===== config.mk =====
export PLATFORM = sky130hd
export DESIGN_NAME = ldc_lcd_ctrl
export DESIGN_NICKNAME = d
export VERILOG_FILES = /design/src/ldc_pkg.sv /design/src/ldc_char_ram.sv /design/src/ldc_lcd_ctrl.sv
export SDC_FILE = /design/constraint.sdc
export NUM_CORES = 2
export LEC_CHECK = 0
export ABC_CLOCK_PERIOD_IN_PS = 10350
export CORE_AREA = 8 8 361 450
export CTS_BUF_LIST = sky130_fd_sc_hd__clkbuf_8
export DETAILED_ROUTE_END_ITERATION = 10
export DIE_AREA = 0 0 369 458
export DONT_BUFFER_PORTS = 1
export MAX_ROUTING_LAYER = met4
export PLACE_DENSITY_LB_ADDON = 0.3
export SLEW_MARGIN = 20
export SYNTH_ARGS = -nofsm -noshare
export SYNTH_HDL_FRONTEND = slang
export SYNTH_SLANG_ARGS = --single-unit

===== constraint.sdc =====
create_clock -name i_mclk -period 10.35 [get_ports i_mclk]
set_input_delay 1.035 -clock i_mclk [delete_from_list [all_inputs] [get_ports i_mclk]]
set_output_delay 1.035 -clock i_mclk [all_outputs]
set_load 0.005 [all_outputs]

===== src/ldc_pkg.sv =====
// Constants and types for the LCD data control block
package ldc_pkg;
    // Clock rates
    localparam int unsigned MCLK_HZ        = 40_000_000;
    localparam int unsigned BOARD_HZ       = 10_000_000;
    localparam logic [1:0]  PRESCALE_LAST  = 2'(MCLK_HZ / BOARD_HZ - 1);
    localparam logic [3:0]  DECADE_LAST    = 4'h9;
    // Controller access time, rounded up to whole master clocks
    localparam int unsigned CTRL_ACCESS_NS = 100;
    localparam logic [3:0]  WAIT_STATES    = 4'((CTRL_ACCESS_NS * (MCLK_HZ / 1_000_000) + 999) / 1000);
    // Register offsets (register select level)
    localparam logic        DATA_PORT_OFS  = 1'b0;
    localparam logic        INSTR_PORT_OFS = 1'b1;
    // Instruction codes held in the instruction register
    localparam logic [7:0]  INS_MODE       = 8'h00;
    localparam logic [7:0]  INS_CURSOR     = 8'h0A;
    localparam logic [7:0]  INS_WRITE      = 8'h0C;
    localparam logic [7:0]  INS_READ       = 8'h0D;
    // Mode and status fields
    localparam int unsigned GRAPHIC_BIT    = 3;
    localparam int unsigned DISPLAY_ON_BIT = 5;
    localparam int unsigned STATUS_CHAR_BIT = 0;
    localparam logic [7:0]  MODE_RESET     = 8'h20;
    localparam logic [7:0]  INSTR_RESET    = 8'h00;
    localparam logic [7:0]  CURSOR_RESET   = 8'h00;
    localparam logic [7:0]  BYTE_ZERO      = 8'h00;
    // Display RAM and scan geometry
    localparam int unsigned RAM_AW         = 8;
    localparam int unsigned RAM_DEPTH      = 256;
    localparam logic [2:0]  BIT_LAST       = 3'h7;
    localparam logic [2:0]  COL_LAST       = 3'h7;
    localparam logic [3:0]  ROW_LAST       = 4'hF;

    typedef enum logic [1:0] {
        BUS_IDLE   = 2'b00,
        BUS_WAIT   = 2'b01,
        BUS_STROBE = 2'b11,
        BUS_DONE   = 2'b10
    } ldc_bus_state_t;
endpackage


===== src/ldc_char_ram.sv =====
// Display RAM with one write port and three registered read ports
`timescale 1ns/10ps
`default_nettype none
module ldc_char_ram (
    input  wire logic                         i_mclk,
    input  wire logic                         i_rst_n,
    input  wire logic                         i_we,
    input  wire logic [ldc_pkg::RAM_AW-1:0]   i_waddr,
    input  wire logic [7:0]                   i_wdata,
    input  wire logic [ldc_pkg::RAM_AW-1:0]   i_raddr_a,
    input  wire logic [ldc_pkg::RAM_AW-1:0]   i_raddr_b,
    input  wire logic [ldc_pkg::RAM_AW-1:0]   i_raddr_c,
    output logic      [7:0]                   o_rdata_a,
    output logic      [7:0]                   o_rdata_b,
    output logic      [7:0]                   o_rdata_c
);
    import ldc_pkg::*;

    logic [7:0] mem [RAM_DEPTH];

    always_ff @(posedge i_mclk) begin
        if (i_we) begin
            mem[i_waddr] <= i_wdata;
        end
    end

    always_ff @(posedge i_mclk or negedge i_rst_n) begin
        if (!i_rst_n) begin
            o_rdata_a <= BYTE_ZERO;
            o_rdata_b <= BYTE_ZERO;
            o_rdata_c <= BYTE_ZERO;
        end else begin
            o_rdata_a <= mem[i_raddr_a];
            o_rdata_b <= mem[i_raddr_b];
            o_rdata_c <= mem[i_raddr_c];
        end
    end
endmodule
`default_nettype wire


===== src/ldc_lcd_ctrl.sv =====
// LCD data control: clock divider, host bus glue and panel scan
`timescale 1ns/10ps
`default_nettype none
module ldc_lcd_ctrl (
    input  wire logic        i_mclk,
    input  wire logic        i_rst_n,
    input  wire logic        i_display_chip_select_n,
    input  wire logic        i_register_select,
    input  wire logic        i_rd_n,
    input  wire logic        i_wr_n,
    input  wire logic [7:0]  i_data,
    output logic      [7:0]  o_data,
    output logic             o_data_oe,
    output logic             o_async_ready,
    output logic             o_ctrl_enable,
    output logic             o_ctrl_rw,
    output logic             o_clk_500k_tp,
    output logic             o_upper_serial_pixels,
    output logic             o_lower_serial_pixels,
    output logic             o_frame_marker,
    output logic             o_row_latch_strobe,
    output logic             o_pixel_shift_clock,
    output logic             o_ac_phase
);
    import ldc_pkg::*;

    // Pin synchronisers; logic reads the second stage only
    logic [11:0] pin_m_ff, pin_s_ff;
    logic        cs_n_s_ff, rs_s_ff, rd_n_s_ff, wr_n_s_ff;
    logic [7:0]  data_s_ff;

    always_ff @(posedge i_mclk or negedge i_rst_n) begin
        if (!i_rst_n) begin
            pin_m_ff <= {1'b1, DATA_PORT_OFS, 1'b1, 1'b1, BYTE_ZERO};
            pin_s_ff <= {1'b1, DATA_PORT_OFS, 1'b1, 1'b1, BYTE_ZERO};
        end else begin
            pin_m_ff <= {i_display_chip_select_n, i_register_select, i_rd_n, i_wr_n, i_data};
            pin_s_ff <= pin_m_ff;
        end
    end
    assign {cs_n_s_ff, rs_s_ff, rd_n_s_ff, wr_n_s_ff, data_s_ff} = pin_s_ff;

    // Clock divider: 40 MHz -> 10 MHz tick -> decade -> 500 kHz
    logic [1:0] pre_ff, nxt_pre;
    logic [3:0] dec_ff, nxt_dec;
    logic       clk500_ff, nxt_clk500;
    logic       board_tick, tick_1m, shift_tick, fall_tick;
    always_comb begin
        board_tick = (pre_ff == PRESCALE_LAST);
        tick_1m    = board_tick && (dec_ff == DECADE_LAST);
        shift_tick = tick_1m && !clk500_ff;
        fall_tick  = tick_1m && clk500_ff;
        nxt_pre    = board_tick ? 2'h0 : pre_ff + 2'h1;
        nxt_dec    = dec_ff;
        if (board_tick) begin
            nxt_dec = (dec_ff == DECADE_LAST) ? 4'h0 : dec_ff + 4'h1;
        end
        nxt_clk500 = tick_1m ? !clk500_ff : clk500_ff;
    end

    always_ff @(posedge i_mclk or negedge i_rst_n) begin
        if (!i_rst_n) begin
            pre_ff        <= 2'h0;
            dec_ff        <= 4'h0;
            clk500_ff     <= 1'b0;
            o_clk_500k_tp <= 1'b0;
        end else begin
            pre_ff        <= nxt_pre;
            dec_ff        <= nxt_dec;
            clk500_ff     <= nxt_clk500;
            o_clk_500k_tp <= nxt_clk500;
        end
    end

    // Host bus glue and controller registers
    ldc_bus_state_t bus_ff, nxt_bus;
    logic [3:0] wcnt_ff, nxt_wcnt;
    logic [7:0] ir_ff, nxt_ir, mode_ff, nxt_mode, cursor_ff, nxt_cursor, nxt_data, ram_rdata;
    logic       rs_hold_ff, nxt_rs_hold, nxt_ready, nxt_enable, nxt_rw, nxt_oe, ram_we, host_req;
    always_comb begin
        host_req    = !cs_n_s_ff && (!rd_n_s_ff || !wr_n_s_ff);
        nxt_bus     = bus_ff;
        nxt_wcnt    = wcnt_ff;
        nxt_ir      = ir_ff;
        nxt_mode    = mode_ff;
        nxt_cursor  = cursor_ff;
        nxt_data    = o_data;
        nxt_rs_hold = rs_hold_ff;
        nxt_ready   = o_async_ready;
        nxt_enable  = o_ctrl_enable;
        nxt_rw      = o_ctrl_rw;
        nxt_oe      = o_data_oe;
        ram_we      = 1'b0;
        case (bus_ff)
            BUS_IDLE: begin
                if (host_req) begin
                    nxt_bus     = BUS_WAIT;
                    nxt_wcnt    = WAIT_STATES - 4'h1;
                    nxt_ready   = 1'b0;
                    nxt_enable  = 1'b1;
                    nxt_rw      = !rd_n_s_ff;
                    nxt_rs_hold = rs_s_ff;
                end
            end
            BUS_WAIT: begin
                if (wcnt_ff == 4'h0) begin
                    nxt_bus = BUS_STROBE;
                end else begin
                    nxt_wcnt = wcnt_ff - 4'h1;
                end
            end
            BUS_STROBE: begin
                nxt_bus    = BUS_DONE;
                nxt_ready  = 1'b1;
                nxt_enable = 1'b0;
                if (o_ctrl_rw) begin
                    nxt_oe = 1'b1;
                    if (rs_hold_ff == INSTR_PORT_OFS) begin
                        nxt_data = BYTE_ZERO;
                        nxt_data[STATUS_CHAR_BIT] = 1'b1;
                    end else if (ir_ff == INS_READ) begin
                        nxt_data   = ram_rdata;
                        nxt_cursor = cursor_ff + 8'h01;
                    end else begin
                        nxt_data = BYTE_ZERO;
                    end
                end else if (rs_hold_ff == INSTR_PORT_OFS) begin
                    nxt_ir = data_s_ff;
                end else begin
                    case (ir_ff)
                        INS_MODE: begin
                            nxt_mode = data_s_ff;
                            nxt_mode[GRAPHIC_BIT] = 1'b0;
                        end
                        INS_CURSOR: nxt_cursor = data_s_ff;
                        INS_WRITE: begin
                            ram_we     = 1'b1;
                            nxt_cursor = cursor_ff + 8'h01;
                        end
                        default: nxt_cursor = cursor_ff;
                    endcase
                end
            end
            BUS_DONE: begin
                if (!host_req) begin
                    nxt_bus = BUS_IDLE;
                    nxt_oe  = 1'b0;
                end
            end
            default: nxt_bus = BUS_IDLE;
        endcase
    end

    always_ff @(posedge i_mclk or negedge i_rst_n) begin
        if (!i_rst_n) begin
            bus_ff        <= BUS_IDLE;
            wcnt_ff       <= 4'h0;
            ir_ff         <= INSTR_RESET;
            mode_ff       <= MODE_RESET;
            cursor_ff     <= CURSOR_RESET;
            rs_hold_ff    <= DATA_PORT_OFS;
            o_data        <= BYTE_ZERO;
            o_data_oe     <= 1'b0;
            o_async_ready <= 1'b1;
            o_ctrl_enable <= 1'b0;
            o_ctrl_rw     <= 1'b1;
        end else begin
            bus_ff        <= nxt_bus;
            wcnt_ff       <= nxt_wcnt;
            ir_ff         <= nxt_ir;
            mode_ff       <= nxt_mode;
            cursor_ff     <= nxt_cursor;
            rs_hold_ff    <= nxt_rs_hold;
            o_data        <= nxt_data;
            o_data_oe     <= nxt_oe;
            o_async_ready <= nxt_ready;
            o_ctrl_enable <= nxt_enable;
            o_ctrl_rw     <= nxt_rw;
        end
    end

    // Panel scan, paced by the 500 kHz controller clock
    logic [2:0] bit_ff, nxt_bit, col_ff, nxt_col;
    logic [3:0] row_ff, nxt_row;
    logic [7:0] sh_up_ff, nxt_sh_up, sh_lo_ff, nxt_sh_lo, up_byte, lo_byte;
    logic       row_end_ff, nxt_row_end, nxt_upper, nxt_lower, nxt_frame, nxt_latch, nxt_shclk, nxt_phase, disp_on;
    ldc_char_ram u_ram (
        .i_mclk    (i_mclk),    .i_rst_n   (i_rst_n),   .i_we      (ram_we),
        .i_waddr   (cursor_ff), .i_wdata   (data_s_ff), .i_raddr_c (cursor_ff),
        .i_raddr_a ({1'b0, row_ff, col_ff}),            .i_raddr_b ({1'b1, row_ff, col_ff}),
        .o_rdata_a (up_byte),   .o_rdata_b (lo_byte),   .o_rdata_c (ram_rdata)
    );

    always_comb begin
        disp_on     = mode_ff[DISPLAY_ON_BIT];
        nxt_bit     = bit_ff;
        nxt_col     = col_ff;
        nxt_row     = row_ff;
        nxt_sh_up   = sh_up_ff;
        nxt_sh_lo   = sh_lo_ff;
        nxt_row_end = row_end_ff;
        nxt_upper   = o_upper_serial_pixels;
        nxt_lower   = o_lower_serial_pixels;
        nxt_frame   = o_frame_marker;
        nxt_latch   = o_row_latch_strobe;
        nxt_phase   = o_ac_phase;
        nxt_shclk   = fall_tick ? 1'b1 : o_pixel_shift_clock;
        if (shift_tick) begin
            nxt_shclk = 1'b0;
            if (bit_ff == 3'h0) begin
                nxt_upper = up_byte[7] && disp_on;
                nxt_lower = lo_byte[7] && disp_on;
                nxt_sh_up = {up_byte[6:0], 1'b0};
                nxt_sh_lo = {lo_byte[6:0], 1'b0};
            end else begin
                nxt_upper = sh_up_ff[7] && disp_on;
                nxt_lower = sh_lo_ff[7] && disp_on;
                nxt_sh_up = {sh_up_ff[6:0], 1'b0};
                nxt_sh_lo = {sh_lo_ff[6:0], 1'b0};
            end
            nxt_bit     = bit_ff + 3'h1;
            nxt_row_end = (bit_ff == BIT_LAST) && (col_ff == COL_LAST);
            nxt_latch   = row_end_ff;
            nxt_frame   = row_end_ff && (row_ff == 4'h0);
            if (row_end_ff && (row_ff == 4'h0)) begin
                nxt_phase = !o_ac_phase;
            end
            if (bit_ff == BIT_LAST) begin
                nxt_col = col_ff + 3'h1;
                if (col_ff == COL_LAST) begin
                    nxt_row = (row_ff == ROW_LAST) ? 4'h0 : row_ff + 4'h1;
                end
            end
        end
    end

    always_ff @(posedge i_mclk or negedge i_rst_n) begin
        if (!i_rst_n) begin
            bit_ff                <= 3'h0;
            col_ff                <= 3'h0;
            row_ff                <= 4'h0;
            sh_up_ff              <= BYTE_ZERO;
            sh_lo_ff              <= BYTE_ZERO;
            row_end_ff            <= 1'b0;
            o_upper_serial_pixels <= 1'b0;
            o_lower_serial_pixels <= 1'b0;
            o_frame_marker        <= 1'b0;
            o_row_latch_strobe    <= 1'b0;
            o_pixel_shift_clock   <= 1'b0;
            o_ac_phase            <= 1'b0;
        end else begin
            bit_ff                <= nxt_bit;
            col_ff                <= nxt_col;
            row_ff                <= nxt_row;
            sh_up_ff              <= nxt_sh_up;
            sh_lo_ff              <= nxt_sh_lo;
            row_end_ff            <= nxt_row_end;
            o_upper_serial_pixels <= nxt_upper;
            o_lower_serial_pixels <= nxt_lower;
            o_frame_marker        <= nxt_frame;
            o_row_latch_strobe    <= nxt_latch;
            o_pixel_shift_clock   <= nxt_shclk;
            o_ac_phase            <= nxt_phase;
        end
    end
endmodule
`default_nettype wire


==> impl_metrics.env <==
export IMPL_worst_pin_slew_ps=1420
export IMPL_viasPerCell=7.93
export IMPL_die_w_um=369
export IMPL_numPortBuffers=0
export IMPL_fin_ws_ps=5060
export IMPL_drt_pass1_iter_count=9
export IMPL_place_area_um2=102000
export IMPL_drive_gt1_share_pct=33.5
export IMPL_syn_area_um2=100000
export IMPL_stdcell_area_um2=108000
export IMPL_io_pins=33
export IMPL_synth_flop_cell="edfxtp_1"
export IMPL_syn_avg_cell_area_um2=20.2
export IMPL_synthToLayoutAreaGrowth_pct=7.93
export IMPL_overflow=0
export IMPL_utilization_pct=69.6
export IMPL_power_mw=17.9
export IMPL_grt_pass1_wl_um=427000
export IMPL_skew_ps=65.5
export IMPL_status="finished, final reports clean"
export IMPL_fin_cells=7334
export IMPL_cp_cell_sequence="buf_4, buf_4, mux4_2, mux4_2, a22oi_1, nand3_1, a211oi_1, nand4_1"
export IMPL_cts_max_path_buffers=4
export IMPL_clk_pin_slew_ps=70
export IMPL_avgRoutedWirePerCell_um=41.3
export IMPL_critPathMaxFanout=42
export IMPL_met1_usage_pct=45.4
export IMPL_cp_end_kind="register"
export IMPL_initial_core_util_pct=64.5
export IMPL_synth_area_leaders="edfxtp_1, mux4_2, dfrtp_1"
export IMPL_synth_largest_area_cell="edfxtp_1"
export IMPL_slew_limit_headroom_pct=5.19
export IMPL_fmax_ghz=0.189
export IMPL_core_um2=155000
export IMPL_dp_cells=6727
export IMPL_tns_ps=0
export IMPL_vias=58200
export IMPL_clkSinkCount=2170
export IMPL_ys_types=62
export IMPL_synth_enable_flop_cells=2048
export IMPL_drv_cap=0
export IMPL_clkLatencyLatePin_ps=1080
export IMPL_synth_top_area_share_pct=61.4
export IMPL_synth_nets=4995
export IMPL_dr_first_iter_drc_count=10800
export IMPL_post_route_min_period_ps=5290
export IMPL_grt_util_all_layers_pct=36.9
export IMPL_synth_seq_area_share_pct=64.5
export IMPL_ff2ff_setup_slack_ps=5060
export IMPL_antenna_found_initial=13
export IMPL_whs_ps=352
export IMPL_maxSlewViolCount=0
export IMPL_crit_path_start_kind="register"
export IMPL_nets=5056
export IMPL_cp_slowest_cell="a22oi_1"
export IMPL_die_area_um2=169000
export IMPL_cts_root_buf="clkbuf_8"
export IMPL_setup_violations=0
export IMPL_crit_arrival_ps=6230
export IMPL_finalHoldViolations=0
export IMPL_ant_nets=0
export IMPL_drc=0
export IMPL_path_class="register to register"
export IMPL_synth_seq_cells=2170
export IMPL_first_global_vias=57500
export IMPL_crit_path_max_incr_delay_ps=870
export IMPL_required_ps=11280
export IMPL_gp_congestion=0.981
export IMPL_hpwl_um=193000
export IMPL_die_h_um=458
export IMPL_cts_tree="done"
export IMPL_synthArstFlopShare_pct=5.62
export IMPL_cts_buffers=335
export IMPL_power_density_nw_per_um2=165
export IMPL_grt_util_met2_pct=52.5
export IMPL_met3_usage_pct=12.7
export IMPL_ys_warn_count=0
export IMPL_cts_htree_levels=5
export IMPL_drt_total_wl_um=303000
export IMPL_num_rows=162
export IMPL_synthCells=4967
export IMPL_dp_worst_setup_slack_ps=5150
export IMPL_top_usage_layer="met2"
export IMPL_rsz0062_at_grt="no"
export IMPL_peakVddDrop_v=0.000155
export IMPL_finalCritPeriodShare_pct=51.2
export IMPL_hp_class="register to register"
export IMPL_p_leak_nw=32.2
export IMPL_grt_max_degree=223
-- sequential cells by signal (all words and copies together), names as in the netlist, 2 cells and up --
signal and cells:
col_ff 3, sh_lo_ff 7, pre_ff 2, bus_ff 2
row_ff 4, pin_s_ff 12, u_ram.o_rdata_b 8, dec_ff 4
wcnt_ff 4, sh_up_ff 7, cursor_ff 8, u_ram.o_rdata_c 8
bit_ff 3, u_ram.o_rdata_a 8, o_data 8, pin_m_ff 12
ir_ff 8, u_ram.mem 2048
-- cell families (layout without fill, tap and decap cells) --
logic type	Yosys count	count (layout)	synth area share [%]
buffers and inverters	424	718	2.01
adders and majority gates	14	14	0.175
xor gates and xnor gates	8	8	0.0700
other	0	23	0
AOI/OAI and AO/OA	372	372	2.52
muxes	1373	1373	28.0
DFF	2170	2170	64.5
and+or+nand+nor	606	606	2.73
-- metal layers --
layer | vias to the layer above | wire (um)
met5 | - | 0
met2 | 5551 | 138000
met1 | 30000 | 94400
met4 | 0 | 24700
met3 | 1098 | 45700
li1 | 21500 | -
-- cells in the final DEF (no fill, tap or decap), types with 17 or more instances in the layout --
| master | netlist | final |
|---|---|---|
| clkbuf_8 | 0 | 349 |
| a22o_1 | 17 | 17 |
| or2_2 | 17 | 17 |
| nand3_1 | 47 | 47 |
| o21ai_0 | 58 | 58 |
| a211oi_1 | 32 | 32 |
| dfrtp_1 | 113 | 96 |
| mux4_2 | 1142 | 1142 |
| a22oi_1 | 54 | 54 |
| diode_2 | 0 | 23 |
| a21oi_1 | 52 | 52 |
| mux2i_1 | 211 | 211 |
| nor2_1 | 311 | 299 |
| clkinv_1 | 2 | 84 |
| o22ai_1 | 67 | 67 |
| nand2_1 | 117 | 109 |
| buf_4 | 37 | 94 |
| a32oi_1 | 23 | 23 |
| clkinv_2 | 0 | 35 |
| inv_1 | 20 | 108 |
| mux2_2 | 20 | 20 |
| edfxtp_1 | 2048 | 2048 |
-- synth_stat cells (33+ instances only) --
cell type / n
a21oi_1: 52
a22oi_1: 54
buf_1: 33
buf_2: 134
buf_4: 37
clkbuf_1: 181
dfrtp_1: 113
edfxtp_1: 2048
mux2i_1: 211
mux4_2: 1142
nand2_1: 117
nand3_1: 47
nor2_1: 311
o21ai_0: 58
o22ai_1: 67
-- final timing paths --
kind | from | depth (start not counted) | end
max in group asynchronous | i_rst_n | 2 | pin_s_ff[2]
setup reg to reg | cursor_ff[1] | 8 | u_ram.o_rdata_c[7]
min in group asynchronous | i_rst_n | 2 | u_ram.o_rdata_c[2]
setup / recovery | cursor_ff[1] | 8 | u_ram.o_rdata_c[7]
hold / removal | pin_m_ff[7] | 0 | pin_s_ff[7]
hold reg to reg | pin_m_ff[7] | 0 | pin_s_ff[7]
-- layout make-up --
type | count | area (um^2)
flip-flops and latches | 2170 | 64600
fillers | 9227 | 47200
multi-input cells | 2373 | 33700
clock buffers | 349 | 4800
well taps | 2050 | 2560
repair buffers | 124 | 1170
clock inverters | 221 | 1070
inverters | 24 | 100
diodes | 23 | 57.6
-- power by group --
part	switching [mW]	internal (mW)	leakage, nW
sequential	0.133	9.66	19.9
clock	3.33	3.26	3.35
combinational	0.912	0.584	8.94
-- worst max-delay path: cells and delay by family, from the launching register on --
family	cells	cell delay, ps
AOI/OAI and AO/OA	2	1370
buffers and inverters	2	1390
DFF	1	850
muxes	2	950
and+or+nand+nor	2	530
-- repair_timing --
item / in CTS / in global routing
hold buffers: 14 / 0
gates resized for setup: 0 / 0
buffers inserted: 0 / 0
hold endpoints to repair: 134 / 0
No activity file was read; power rests on OpenSTA's default activity.
